<file path="src/pmu_ctrl_params.svh">
// Constants of the power-management control and thermal register bank.
// Assumes inclusion by bare name from the package and the design modules.
`ifndef PMU_CTRL_PARAMS_SVH
`define PMU_CTRL_PARAMS_SVH

`define PMU_ADDR_ENABLE    8'h08
`define PMU_ADDR_DISCHARGE 8'h09
`define PMU_ADDR_STATUS    8'h0A
`define PMU_ADDR_FLAGS     8'h0B
`define PMU_ADDR_MASK      8'h0C

`define PMU_RST_ENABLE     8'h3F
`define PMU_RST_DISCHARGE  8'h3F
`define PMU_RST_MASK       8'h03

`define PMU_BIT_SLEEP      6
`define PMU_BIT_SELECT_A   7
`define PMU_BIT_KEEP_REGS  7
`define PMU_BIT_SHUTDOWN   1
`define PMU_BIT_WARNING    0
`define PMU_NUM_OUTPUTS    6

`define PMU_OSC_FREQ_KHZ   2000
`define PMU_I2C_ADDR       7'h7C
`define PMU_I2C_BITS       4'h8

`endif

</file>
<file path="src/pmu_ctrl_pkg.sv">
// Types shared by the register bank and its serial slave.
// Assumes the constants header sits in the same folder.
`include "pmu_ctrl_params.svh"
package pmu_ctrl_pkg;

    typedef enum logic [3:0] {
        PWR_STANDBY  = 4'h1,
        PWR_STARTUP  = 4'h2,
        PWR_IDLE     = 4'h4,
        PWR_SHUTDOWN = 4'h8
    } pmu_pwr_state_t;

    typedef enum logic [6:0] {
        I2C_IDLE = 7'h01,
        I2C_ADDR = 7'h02,
        I2C_REG  = 7'h04,
        I2C_WR   = 7'h08,
        I2C_ACK  = 7'h10,
        I2C_RD   = 7'h20,
        I2C_MACK = 7'h40
    } pmu_i2c_state_t;

endpackage : pmu_ctrl_pkg

</file>
<file path="src/pmu_i2c_slave.sv">
// Serial two-wire slave giving byte access to the register bank.
// Assumes scl and sda arrive synchronous to mclk and far slower than it.
`timescale 1ns/1ps
`default_nettype none
`include "pmu_ctrl_params.svh"
module pmu_i2c_slave
    import pmu_ctrl_pkg::*;
#(
    parameter logic [6:0] DEV_ADDR = `PMU_I2C_ADDR
) (
    input  wire logic       mclk,
    input  wire logic       reset_n,
    input  wire logic       scl,
    input  wire logic       sda_in,
    output logic            sda_out,
    output logic            sda_oe,
    output logic [7:0]      reg_addr,
    output logic            wr_strobe,
    output logic [7:0]      wr_data,
    output logic            rd_strobe,
    input  wire logic [7:0] rd_data
);

    pmu_i2c_state_t state;
    pmu_i2c_state_t after_ack;
    logic [3:0]     bit_cnt;
    logic [7:0]     shift;
    logic           scl_q;
    logic           sda_q;
    logic           scl_rise;
    logic           scl_fall;
    logic           bus_start;
    logic           bus_stop;

    // Open drain: only ever pulls low
    assign sda_out   = 1'h0;
    assign scl_rise  = scl & ~scl_q;
    assign scl_fall  = ~scl & scl_q;
    assign bus_start = scl & scl_q & sda_q & ~sda_in;
    assign bus_stop  = scl & scl_q & ~sda_q & sda_in;

    always_ff @(posedge mclk or negedge reset_n) begin
        if (!reset_n) begin
            scl_q <= 1'h1;
            sda_q <= 1'h1;
        end else begin
            scl_q <= scl;
            sda_q <= sda_in;
        end
    end

    always_ff @(posedge mclk or negedge reset_n) begin
        if (!reset_n) begin
            state     <= I2C_IDLE;
            after_ack <= I2C_IDLE;
            bit_cnt   <= 4'h0;
            shift     <= 8'h00;
            sda_oe    <= 1'h0;
            reg_addr  <= 8'h00;
            wr_strobe <= 1'h0;
            wr_data   <= 8'h00;
            rd_strobe <= 1'h0;
        end else begin
            wr_strobe <= 1'h0;
            rd_strobe <= 1'h0;
            // Auto-increment after each byte moved
            if (wr_strobe || rd_strobe) begin
                reg_addr <= reg_addr + 8'h01;
            end
            if (bus_start) begin
                state   <= I2C_ADDR;
                bit_cnt <= 4'h0;
                sda_oe  <= 1'h0;
            end else if (bus_stop) begin
                state  <= I2C_IDLE;
                sda_oe <= 1'h0;
            end else begin
                case (state)
                    I2C_ADDR, I2C_REG, I2C_WR: begin
                        if (scl_rise && bit_cnt != `PMU_I2C_BITS) begin
                            shift   <= {shift[6:0], sda_in};
                            bit_cnt <= bit_cnt + 4'h1;
                        end else if (scl_fall && bit_cnt == `PMU_I2C_BITS) begin
                            bit_cnt   <= 4'h0;
                            sda_oe    <= 1'h1;
                            state     <= I2C_ACK;
                            after_ack <= I2C_WR;
                            case (state)
                                I2C_ADDR: begin
                                    if (shift[7:1] == DEV_ADDR) begin
                                        after_ack <= shift[0] ? I2C_RD
                                                              : I2C_REG;
                                    end else begin
                                        sda_oe <= 1'h0;
                                        state  <= I2C_IDLE;
                                    end
                                end
                                I2C_REG: begin
                                    reg_addr <= shift;
                                end
                                default: begin
                                    wr_strobe <= 1'h1;
                                    wr_data   <= shift;
                                end
                            endcase
                        end
                    end
                    I2C_ACK: begin
                        if (scl_fall) begin
                            sda_oe <= 1'h0;
                            state  <= after_ack;
                            if (after_ack == I2C_RD) begin
                                shift     <= rd_data;
                                sda_oe    <= ~rd_data[7];
                                bit_cnt   <= 4'h1;
                                rd_strobe <= 1'h1;
                            end
                        end
                    end
                    I2C_RD: begin
                        if (scl_fall) begin
                            if (bit_cnt == `PMU_I2C_BITS) begin
                                sda_oe <= 1'h0;
                                state  <= I2C_MACK;
                            end else begin
                                sda_oe  <= ~shift[6];
                                shift   <= {shift[6:0], 1'h0};
                                bit_cnt <= bit_cnt + 4'h1;
                            end
                        end
                    end
                    I2C_MACK: begin
                        // Master NACK ends the read burst
                        if (scl_rise) begin
                            if (sda_in) begin
                                state <= I2C_IDLE;
                            end else begin
                                state     <= I2C_ACK;
                                after_ack <= I2C_RD;
                            end
                        end
                    end
                    default: begin
                        state <= I2C_IDLE;
                    end
                endcase
            end
        end
    end

endmodule : pmu_i2c_slave
`default_nettype wire

</file>
<file path="src/pmu_ctrl_regs.sv">
// Control and thermal register bank of the power-management unit, with
// power-state control and the thermal interrupt.
// Assumes temperature comparators, the power-up sequencer and the analog
// regulators sit outside and are synchronous to mclk.
`timescale 1ns/1ps
`default_nettype none
`include "pmu_ctrl_params.svh"
module pmu_ctrl_regs
    import pmu_ctrl_pkg::*;
#(
    parameter logic [6:0] DEV_ADDR = `PMU_I2C_ADDR,
    parameter int         NOUT     = `PMU_NUM_OUTPUTS
) (
    input  wire logic            mclk,
    input  wire logic            reset_n,
    input  wire logic            scl,
    input  wire logic            sda_in,
    output logic                 sda_out,
    output logic                 sda_oe,
    input  wire logic            en_pin,
    input  wire logic            voltage_select_pin,
    input  wire logic            pin_low_power_select,
    input  wire logic            pin_voltage_select,
    input  wire logic            sequence_done,
    input  wire logic            temp_over_warning,
    input  wire logic            temp_over_shutdown,
    input  wire logic            temp_below_recovery,
    output logic [NOUT-1:0]      regulator_on,
    output logic [NOUT-1:0]      sequence_include,
    output logic [NOUT-1:0]      discharge_on,
    output logic                 sleep_active,
    output logic                 use_stepdown_code_a,
    output logic                 start_sequence,
    output logic                 emergency_shutdown,
    output logic                 irq_n_out,
    output logic                 irq_n_oe
);

    function automatic logic is_reg(input logic [7:0] addr,
                                    input logic [7:0] offset);
        is_reg = (addr == offset);
    endfunction : is_reg

    logic [7:0]     reg_addr;
    logic           wr_strobe;
    logic [7:0]     wr_data;
    logic           rd_strobe;
    logic [7:0]     rd_data;
    logic [7:0]     output_enable_and_mode;
    logic [7:0]     output_discharge_and_restart;
    logic [7:0]     thermal_interrupt_masks;
    logic [1:0]     thermal_interrupt_flags;
    logic           overheat_warning_status;
    logic           overheat_shutdown_status;
    logic           restart_defaults;
    logic           set_shutdown_flag;
    logic           set_warning_flag;
    logic           clear_flags;
    pmu_pwr_state_t pwr_state;
    pmu_pwr_state_t next_pwr_state;

    pmu_i2c_slave #(
        .DEV_ADDR (DEV_ADDR)
    ) u_slave (
        .mclk      (mclk),
        .reset_n   (reset_n),
        .scl       (scl),
        .sda_in    (sda_in),
        .sda_out   (sda_out),
        .sda_oe    (sda_oe),
        .reg_addr  (reg_addr),
        .wr_strobe (wr_strobe),
        .wr_data   (wr_data),
        .rd_strobe (rd_strobe),
        .rd_data   (rd_data)
    );

    // Power state; overtemperature overrides every other transition
    always_comb begin
        next_pwr_state = pwr_state;
        case (pwr_state)
            PWR_STANDBY: begin
                if (en_pin) begin
                    next_pwr_state = PWR_STARTUP;
                end
            end
            PWR_STARTUP: begin
                if (!en_pin) begin
                    next_pwr_state = PWR_STANDBY;
                end else if (sequence_done) begin
                    next_pwr_state = PWR_IDLE;
                end
            end
            PWR_IDLE: begin
                if (!en_pin) begin
                    next_pwr_state = PWR_STANDBY;
                end
            end
            PWR_SHUTDOWN: begin
                if (temp_below_recovery) begin
                    next_pwr_state = en_pin ? PWR_STARTUP
                                            : PWR_STANDBY;
                end
            end
            default: begin
                next_pwr_state = PWR_STANDBY;
            end
        endcase
        if (temp_over_shutdown) begin
            next_pwr_state = PWR_SHUTDOWN;
        end
    end

    assign restart_defaults = (pwr_state == PWR_SHUTDOWN)
        && (next_pwr_state == PWR_STARTUP)
        && !output_discharge_and_restart[`PMU_BIT_KEEP_REGS];

    // Whole bank runs from the single oscillator clock
    always_ff @(posedge mclk or negedge reset_n) begin
        if (!reset_n) begin
            pwr_state <= PWR_STANDBY;
        end else begin
            pwr_state <= next_pwr_state;
        end
    end

    // Writable registers; a restart without keep reloads defaults
    always_ff @(posedge mclk or negedge reset_n) begin
        if (!reset_n) begin
            output_enable_and_mode       <= `PMU_RST_ENABLE;
            output_discharge_and_restart <= `PMU_RST_DISCHARGE;
            thermal_interrupt_masks      <= `PMU_RST_MASK;
        end else if (restart_defaults) begin
            output_enable_and_mode       <= `PMU_RST_ENABLE;
            output_discharge_and_restart <= `PMU_RST_DISCHARGE;
            thermal_interrupt_masks      <= `PMU_RST_MASK;
        end else if (wr_strobe) begin
            if (is_reg(reg_addr, `PMU_ADDR_ENABLE)) begin
                output_enable_and_mode <= wr_data;
            end
            if (is_reg(reg_addr, `PMU_ADDR_DISCHARGE)) begin
                output_discharge_and_restart <= wr_data;
            end
            if (is_reg(reg_addr, `PMU_ADDR_MASK)) begin
                thermal_interrupt_masks <= wr_data;
            end
        end
    end

    // Sticky flags: a set in the clearing read's cycle survives
    assign set_shutdown_flag = (next_pwr_state == PWR_SHUTDOWN)
                               && (pwr_state != PWR_SHUTDOWN);
    assign set_warning_flag  = temp_over_warning && !overheat_warning_status;
    assign clear_flags       = rd_strobe && is_reg(reg_addr, `PMU_ADDR_FLAGS);
    assign overheat_shutdown_status = (pwr_state == PWR_SHUTDOWN);

    always_ff @(posedge mclk or negedge reset_n) begin
        if (!reset_n) begin
            overheat_warning_status <= 1'h0;
            thermal_interrupt_flags <= 2'h0;
        end else begin
            overheat_warning_status <= temp_over_warning;
            thermal_interrupt_flags <=
                (thermal_interrupt_flags & ~{2{clear_flags}})
                | {set_shutdown_flag, set_warning_flag};
        end
    end

    always_comb begin
        rd_data = 8'h00;
        case (reg_addr)
            `PMU_ADDR_ENABLE:    rd_data = output_enable_and_mode;
            `PMU_ADDR_DISCHARGE: rd_data = output_discharge_and_restart;
            `PMU_ADDR_STATUS:    rd_data = {6'h00, overheat_shutdown_status,
                                            overheat_warning_status};
            `PMU_ADDR_FLAGS:     rd_data = {6'h00, thermal_interrupt_flags};
            `PMU_ADDR_MASK:      rd_data = thermal_interrupt_masks;
            default:             rd_data = 8'h00;
        endcase
    end

    // Registered controls toward the analog side
    always_ff @(posedge mclk or negedge reset_n) begin
        if (!reset_n) begin
            regulator_on        <= '0;
            sequence_include    <= '0;
            discharge_on        <= '0;
            sleep_active        <= 1'h0;
            use_stepdown_code_a <= 1'h0;
            start_sequence      <= 1'h0;
            emergency_shutdown  <= 1'h0;
        end else begin
            // Sequencer owns the outputs outside idle
            regulator_on <= (pwr_state == PWR_IDLE)
                ? output_enable_and_mode[NOUT-1:0] : '0;
            sequence_include <= output_enable_and_mode[NOUT-1:0];
            discharge_on <= output_discharge_and_restart[NOUT-1:0];
            sleep_active <= pin_low_power_select
                ? !voltage_select_pin
                : output_enable_and_mode[`PMU_BIT_SLEEP];
            use_stepdown_code_a <= pin_voltage_select
                ? voltage_select_pin
                : output_enable_and_mode[`PMU_BIT_SELECT_A];
            start_sequence <= (next_pwr_state == PWR_STARTUP)
                              && (pwr_state != PWR_STARTUP);
            emergency_shutdown <= (next_pwr_state == PWR_SHUTDOWN);
        end
    end

    // Open-drain interrupt, pulls low only
    assign irq_n_out = 1'h0;

    always_ff @(posedge mclk or negedge reset_n) begin
        if (!reset_n) begin
            irq_n_oe <= 1'h0;
        end else begin
            irq_n_oe <= |(thermal_interrupt_flags
                          & ~thermal_interrupt_masks[1:0]);
        end
    end
endmodule : pmu_ctrl_regs
`default_nettype wire

</file>
<file path="config.mk">
export PLATFORM = sky130hd
export DESIGN_NAME = pmu_ctrl_regs
export DESIGN_NICKNAME = d
export VERILOG_FILES = /design/src/pmu_ctrl_pkg.sv /design/src/pmu_i2c_slave.sv /design/src/pmu_ctrl_regs.sv
export VERILOG_INCLUDE_DIRS = /design/src
export SDC_FILE = /design/constraint.sdc
export NUM_CORES = 1
export LEC_CHECK = 0
export ABC_AREA = 1
export BUFFER_PORTS_ARGS = -buffer_cell sky130_fd_sc_hd__buf_4
export CORE_UTILIZATION = 26
export CTS_BUF_LIST = sky130_fd_sc_hd__clkbuf_4 sky130_fd_sc_hd__clkbuf_8 sky130_fd_sc_hd__clkbuf_16
export CTS_CLUSTER_DIAMETER = 100
export DETAILED_ROUTE_END_ITERATION = 6
export GPL_ROUTABILITY_DRIVEN = 0
export PLACE_DENSITY_LB_ADDON = 0.3
export SYNTH_ARGS = -nofsm -noshare
export SYNTH_HDL_FRONTEND = slang
export SYNTH_SLANG_ARGS = --single-unit
export TNS_END_PERCENT = 100
</file>
<file path="constraint.sdc">
create_clock -name mclk -period 3.6 [get_ports mclk]
set_input_delay 0.54 -clock mclk [delete_from_list [all_inputs] [get_ports mclk]]
set_output_delay 0.54 -clock mclk [all_outputs]
set_load 0.05 [all_outputs]
</file>
**Yosys cells after proc, flatten, opt, wreduce, memory -nomap -nowiden**

Index checks and enable logic that the tools add are counted.

- Eq/ne operators: 44
- Reduce and logical (&&, ||, !) cells: 32
- Mux-type cells: 85
- Add/subtract/negate cells: 2
- Bitwise logic cells: 22

Operators by type and width:

| cell | count |
|---|---|
| two-way mux 8 bit | 21 |
| two-way mux 7 bit | 15 |
| two-way mux 4 bit | 14 |
| equality test 8 x 4 -> 1 bit, second input constant | 5 |
| case mux 8 bit (5 select lines) | 1 |
| case mux 7 bit (4 select lines) | 1 |
| != test 4 x 1 -> 1 bit, second input constant | 6 |
| case mux 8 bit (3 select lines) | 1 |
| two-way mux 1 bit | 23 |
| case mux 4 bit (4 select lines) | 1 |
| equality test 7 x 6 -> 1 bit, second input constant | 2 |
| equality test 7 bit, second input constant | 2 |
| != test 2 x 1 -> 1 bit, second input constant | 7 |
| case mux 7 bit (2 select lines) | 1 |
| AND reduction 7 bit | 2 |
| equality test 4 bit, second input constant | 3 |
| two-way mux 6 bit | 2 |
| case mux 4 bit (3 select lines) | 1 |
| AND reduction 6 bit | 2 |
| two-way mux 5 bit | 2 |
| NOT 1 bit | 10 |
| nonzero test 2 bit | 5 |
| != test 3 x 1 -> 1 bit, second input constant | 3 |
| adder 8 x 1 -> 8 bit, second input constant | 1 |
| 29 further kinds | 54 |

- Flip-flop bits (word level): 101
- Word-level logic and storage cells: 210
- Output and inout port bits: 26
- Bits of input ports: 12

**Logic depth before layout (Yosys ltp)**

- Word-level depth: 9
- Mapped depth: 12
- Depth with buffers taken out: 12

**Cells and area by module**

Synthesis repeated with hierarchy kept, for this count alone.

- Cells, all modules: 668
- Area total of the unflattened synthesis: 5,215.0 µm²

By module, submodules not included:

| module | times used | area each (µm²) | cells an instance | seq. area each (µm²) |
|---|---|---|---|---|
| pmu_i2c_slave | 1 | 2,772.7 | 380 | 1,106.1 |
| pmu_ctrl_regs | 1 | 2,442.3 | 288 | 1,370.1 |

**Worst setup path before layout**

OpenSTA, ideal clock, no wires.

- Path type: reg2reg
- Start point: reg u_slave.bit_cnt[0]
- End point: reg u_slave.reg_addr[1]
- Arrival: 1,562 ps
- Data required time: 3,480 ps
- Clock period less this slack: 1,682 ps
- Stages on the path, launching flop included: 11
- Buffers on the path: 1
- Setup time: 120 ps
- Slack: 1,918 ps
- Path through: dfrtp_1 -> inv_1 -> ha_1 -> nand2_1 -> nor2_2 -> nand2_1 -> inv_1 -> nand3_1 -> clkbuf_1 -> o21ai_0 -> inv_1

- Longest elaborated chain between the ends: 7
- Elaborated cells between the ends (all ways): 9
- Those cells by class: eq/ne: 2; mux: 5; reduce/logical: 2

Ends and longest elaborated chain:

| element | RTL line | source |
|---|---|---|
| start: declaration | pmu_i2c_slave.sv:26 | `logic [3:0] bit_cnt;` |
| start signal: assignment | pmu_i2c_slave.sv:82 | `bit_cnt <= bit_cnt + 4'h1;` |
| start signal: assignment | pmu_i2c_slave.sv:128 | `bit_cnt <= bit_cnt + 4'h1;` |
| equality test 4 bit (no line) | - |  |
| logical AND 1 bit (no line) | - |  |
| two-way mux 8 bit | pmu_i2c_slave.sv:83 | `` end else if (scl_fall && bit_cnt == `PMU_I2C_BITS) begin `` |
| two-way mux 8 bit * | pmu_i2c_slave.sv:80 | `` if (scl_rise && bit_cnt != `PMU_I2C_BITS) begin `` |
| two-way mux 8 bit * | pmu_i2c_slave.sv:78 | `case (state)` |
| two-way mux 8 bit * | pmu_i2c_slave.sv:74 | `end else if (bus_stop) begin` |
| two-way mux 8 bit * | pmu_i2c_slave.sv:70 | `if (bus_start) begin` |
| end signal: assignment | pmu_i2c_slave.sv:68 | `reg_addr <= reg_addr + 8'h01;` |
| end signal: assignment | pmu_i2c_slave.sv:99 | `reg_addr <= shift;` |
| end: declaration | pmu_i2c_slave.sv:17 | `output logic [7:0] reg_addr,` |

Mark *: on every way between the ends. The rest lies on a longest branch, timed or not.
A chain may end at the register's enable or synchronous reset.

**Worst setup path in the final report**

- Start point: reg pwr_state[1]
- End point: reg output_enable_and_mode[7]

- Longest elaborated chain between the ends: 9
- Elaborated cells between the ends (all ways): 18
- Those cells by class: eq/ne: 5; mux: 8; reduce/logical: 5

Ends and longest elaborated chain:

| element | RTL line | source |
|---|---|---|
| start: declaration | pmu_ctrl_regs.sv:59 | `pmu_pwr_state_t pwr_state;` |
| start signal: assignment | pmu_ctrl_regs.sv:123 | `pwr_state <= next_pwr_state;` |
| two-way mux 4 bit | pmu_ctrl_regs.sv:90 | `end else if (sequence_done) begin` |
| two-way mux 4 bit | pmu_ctrl_regs.sv:88 | `if (!en_pin) begin` |
| case mux 4 bit (4 select lines) | pmu_ctrl_regs.sv:81 | `case (pwr_state)` |
| two-way mux 4 bit | pmu_ctrl_regs.sv:109 | `if (temp_over_shutdown) begin` |
| equality test 4 x 2 -> 1 bit | pmu_ctrl_regs.sv:115 | `&& (next_pwr_state == PWR_STARTUP)` |
| logical AND 1 bit * | pmu_ctrl_regs.sv:115 |  |
| logical AND 1 bit * | pmu_ctrl_regs.sv:114 | `assign restart_defaults = (pwr_state == PWR_SHUTDOWN)` |
| nonzero test 2 bit (no line) | - |  |
| AND reduction 2 bit (no line) | - |  |
| end signal: assignment | pmu_ctrl_regs.sv:130 | `` output_enable_and_mode <= `PMU_RST_ENABLE; `` |
| end signal: assignment | pmu_ctrl_regs.sv:134 | `` output_enable_and_mode <= `PMU_RST_ENABLE; `` |
| end signal: assignment | pmu_ctrl_regs.sv:139 | `output_enable_and_mode <= wr_data;` |
| end: declaration | pmu_ctrl_regs.sv:49 | `logic [7:0] output_enable_and_mode;` |

Marks and branches as above.

==> results.md <==
* Setup TNS at 0 ns
* P&R area growth vs syn at 16.5%
* Cell count after synthesis at 616
* Worst-Skew Late Latency at 0.35 ns
* P per Cell Area at 392 nW/um2
* Die width at 141 um
* CTS H-tree depth at 3
* Most frequent cells after synthesis: nand2_1 (176), dfrtp_1 (79), inv_1 (70)
* Post-synthesis register bit count at 98
* Clock skew at 0.00847 ns
* Total track usage at 11.8%
* Worst rel slew slack at 65.9%
* Die Ht at 141 um
* Post-synth EDFFs at 0
* Slew at the pin closest to its max-slew limit at 0.510 ns
* Hold Path Class: input port to async pin
* Final period util at 59.3%
* Post-CTS setup buffers at 0
* Primary FF master, synth: dfrtp_1
* Crit-path max FO at 16
* Seq/Total Area, Yosys at 49.5%
* Largest net degree at the start of global routing at 39
* R2R cell count at 10
* CTS tree: done
* Vias per cell at 4.30
* Global-route wire length before repair at 18400 um
* R2R Path End: output_enable_and_mode[7]
* Worst Path Required at 3.83 ns
* Detailed Route WL at 10900 um
* GRT overflow at 0
* Cell taking the most area after synthesis: dfrtp_1
* Period minus WS final at 2.13 ns
* Number of global-route vias before repair at 3678
* Mean routed wirelength per cell at 12.2 um
* Distinct cells, synth at 41
* Peak supply drop at 189 uV
* Final hold viol count at 0
* Post-Syn Area at 5000 um2
* Ys async rst share at 100%
* Lkg Pwr at 2.87 nW
* Largest cells by area after synthesis: dfrtp_1 (40%), nand2_1 (13%), dfstp_2 (10%), inv_1 (5.3%), nor2_1 (5.0%)
* Startpoint types: flop
* ANT cells at 0
* Dpl ws at 1.46 ns
* I/O Buffers at 35
* Max-Cap Viols at 0
* Die area at 19800 um2
* Status: completed
* Initial DRC count at 172
* Max Clk Rate at 468 MHz
* Top-area cell type share of the netlist area at 39.5%
* Share of cells above drive strength 1 at 19.6%
* Post-layout nets at 672
* Antenna viol nets, final at 0
* Post-DP HPWL at 8190 um
* Cell Count Post-Placement at 877
* Final setup viols at 0
* Hold Buf Count CTS at 0
* RSZ-0062 raised after global routing: no
* DRC viols at 0
* Critical Path AT at 2.37 ns
* Post-CTS resize count at 0
* Worst setup EP type: flop
* Root buffer cell: clkbuf_16
* Count leader, synth: nand2_1
* Reg-to-reg startpoint: pwr_state[1]
* Core Rows at 50
* Yosys Warn Count at 0
* Core Area at 18800 um2
* Num ports at 38
* Clock Path Buffers at 2
* CTS clk-pin slew, worst paths at 0.07 ns
* Flop2flop setup slack at 1.47 ns
* Drt first pass iters at 4
* Initial Util at 26.7%
* Final non-filler cell total at 893
* Initial antenna violation count at 0
* Max Slew Vio Count at 0
* Vias post-DR at 3844
* Syn avg cell area at 8.12 um2
* Total CTS buffers at 9
* Critical path type: flop to flop
* CTS Sinks at 98
* Worst Slack Setup Final at 1.47 ns
==> critical path, cell delays in order (launching register included) <==
cell	delay [ns]
dfrtp_1	0.39
inv_1	0.10
nand2_1	0.07
nor2_1	0.21
inv_1	0.13
nor2_1	0.13
nand3_2	0.29
nand2_1	0.42
inv_1	0.14
nand2_1	0.07
o21ai_0	0.07
==> layout make-up <==
type,count,area [um2]
fill,2017,12900
clock buffer,9,225
tap,234,293
timing repair buffer,37,278
inverter,78,295
multi-input combinational,430,2160
clock inverter,7,98.8
sequential,98,2480
==> logic make-up after synthesis <==
logic type	count (synthesis)	synth area share (%)
other	1	0.0749
AO/OA/AOI/OAI	70	7.72
flip-flops	98	49.5
AND/OR/NAND/NOR	345	32.6
buffers and inverters	89	7.37
XOR/XNOR	6	1.05
multiplexers	1	0.225
adder cells (fa/ha/maj)	6	1.50
==> how the worst max path moves through the flow <==
| stage | start | endpoint | slack (ns) | cells after the start |
|---|---|---|---|---|
| 2_1_floorplan | u_slave.bit_cnt[0] | u_slave.reg_addr[1] | 1.92 | 10 |
| 3_3_place_gp | sequence_done | output_enable_and_mode[6] | 1.50 | 9 |
| 3_5_place_dp | pwr_state[1] | output_enable_and_mode[7] | 1.46 | 10 |
| 4_1_cts | pwr_state[1] | output_enable_and_mode[7] | 1.45 | 10 |
| 5_1_grt | pwr_state[1] | output_enable_and_mode[7] | 1.28 | 10 |
| 6_report | pwr_state[1] | output_enable_and_mode[7] | 1.47 | 10 |
==> per-stage QoR <==
| step | util (%) | hold slack (ns) | total power (W) | area, um2 |
|---|---|---|---|---|
| after floorplan | - | 0.244 | 0.00123 | 5010 |
| after CTS | 31.1 | 0.149 | 0.00233 | 5830 |
| after global placement | 29.3 | 0.403 | 0.00129 | 5510 |
| after global routing | 31.1 | 0.177 | 0.00239 | 5830 |
| after detailed placement | 29.3 | 0.405 | 0.00129 | 5510 |
| final | 31.1 | 0.145 | 0.00229 | 5830 |
==> state kept, by name, indices dropped and copies added (netlist names), 4 cells and up <==
register,flops
sequence_include,6
output_discharge_and_restart,8
regulator_on,6
u_slave.bit_cnt,4
pwr_state,4
thermal_interrupt_masks,8
discharge_on,6
u_slave.state,7
u_slave.wr_data,8
output_enable_and_mode,8
u_slave.shift,8
u_slave.after_ack,4
u_slave.reg_addr,8
==> per-layer routing <==
metal  global-route usage [%]  share of wire (%)
met4                     3.78               0.95
met2                     18.9                 45
met1                     15.6                 51
met5                        0                  0
met3                     2.85                3.1
==> cell usage in the layout, fill, tap and decap left out, types with 5 or more instances in the layout <==
cell type / n
nand2_2: 11
nand3_1: 40
nand2_1: 176
nor2_2: 10
clkbuf_16: 9
dfrtp_1: 79
inv_2: 7
nor2_1: 67
o21ai_0: 32
dfstp_2: 19
inv_1: 70
nor3_1: 9
ha_1: 6
nand3_2: 7
a21oi_1: 8
o21ai_1: 17
o21ai_2: 5
buf_4: 37
==> report_power, final <==
group          internal, W  switching [W]
Combinational    0.0000367      0.0000861
Sequential         0.00112      0.0000158
Clock             0.000561       0.000465
Note: power is estimated with default switching activity, not from simulation.
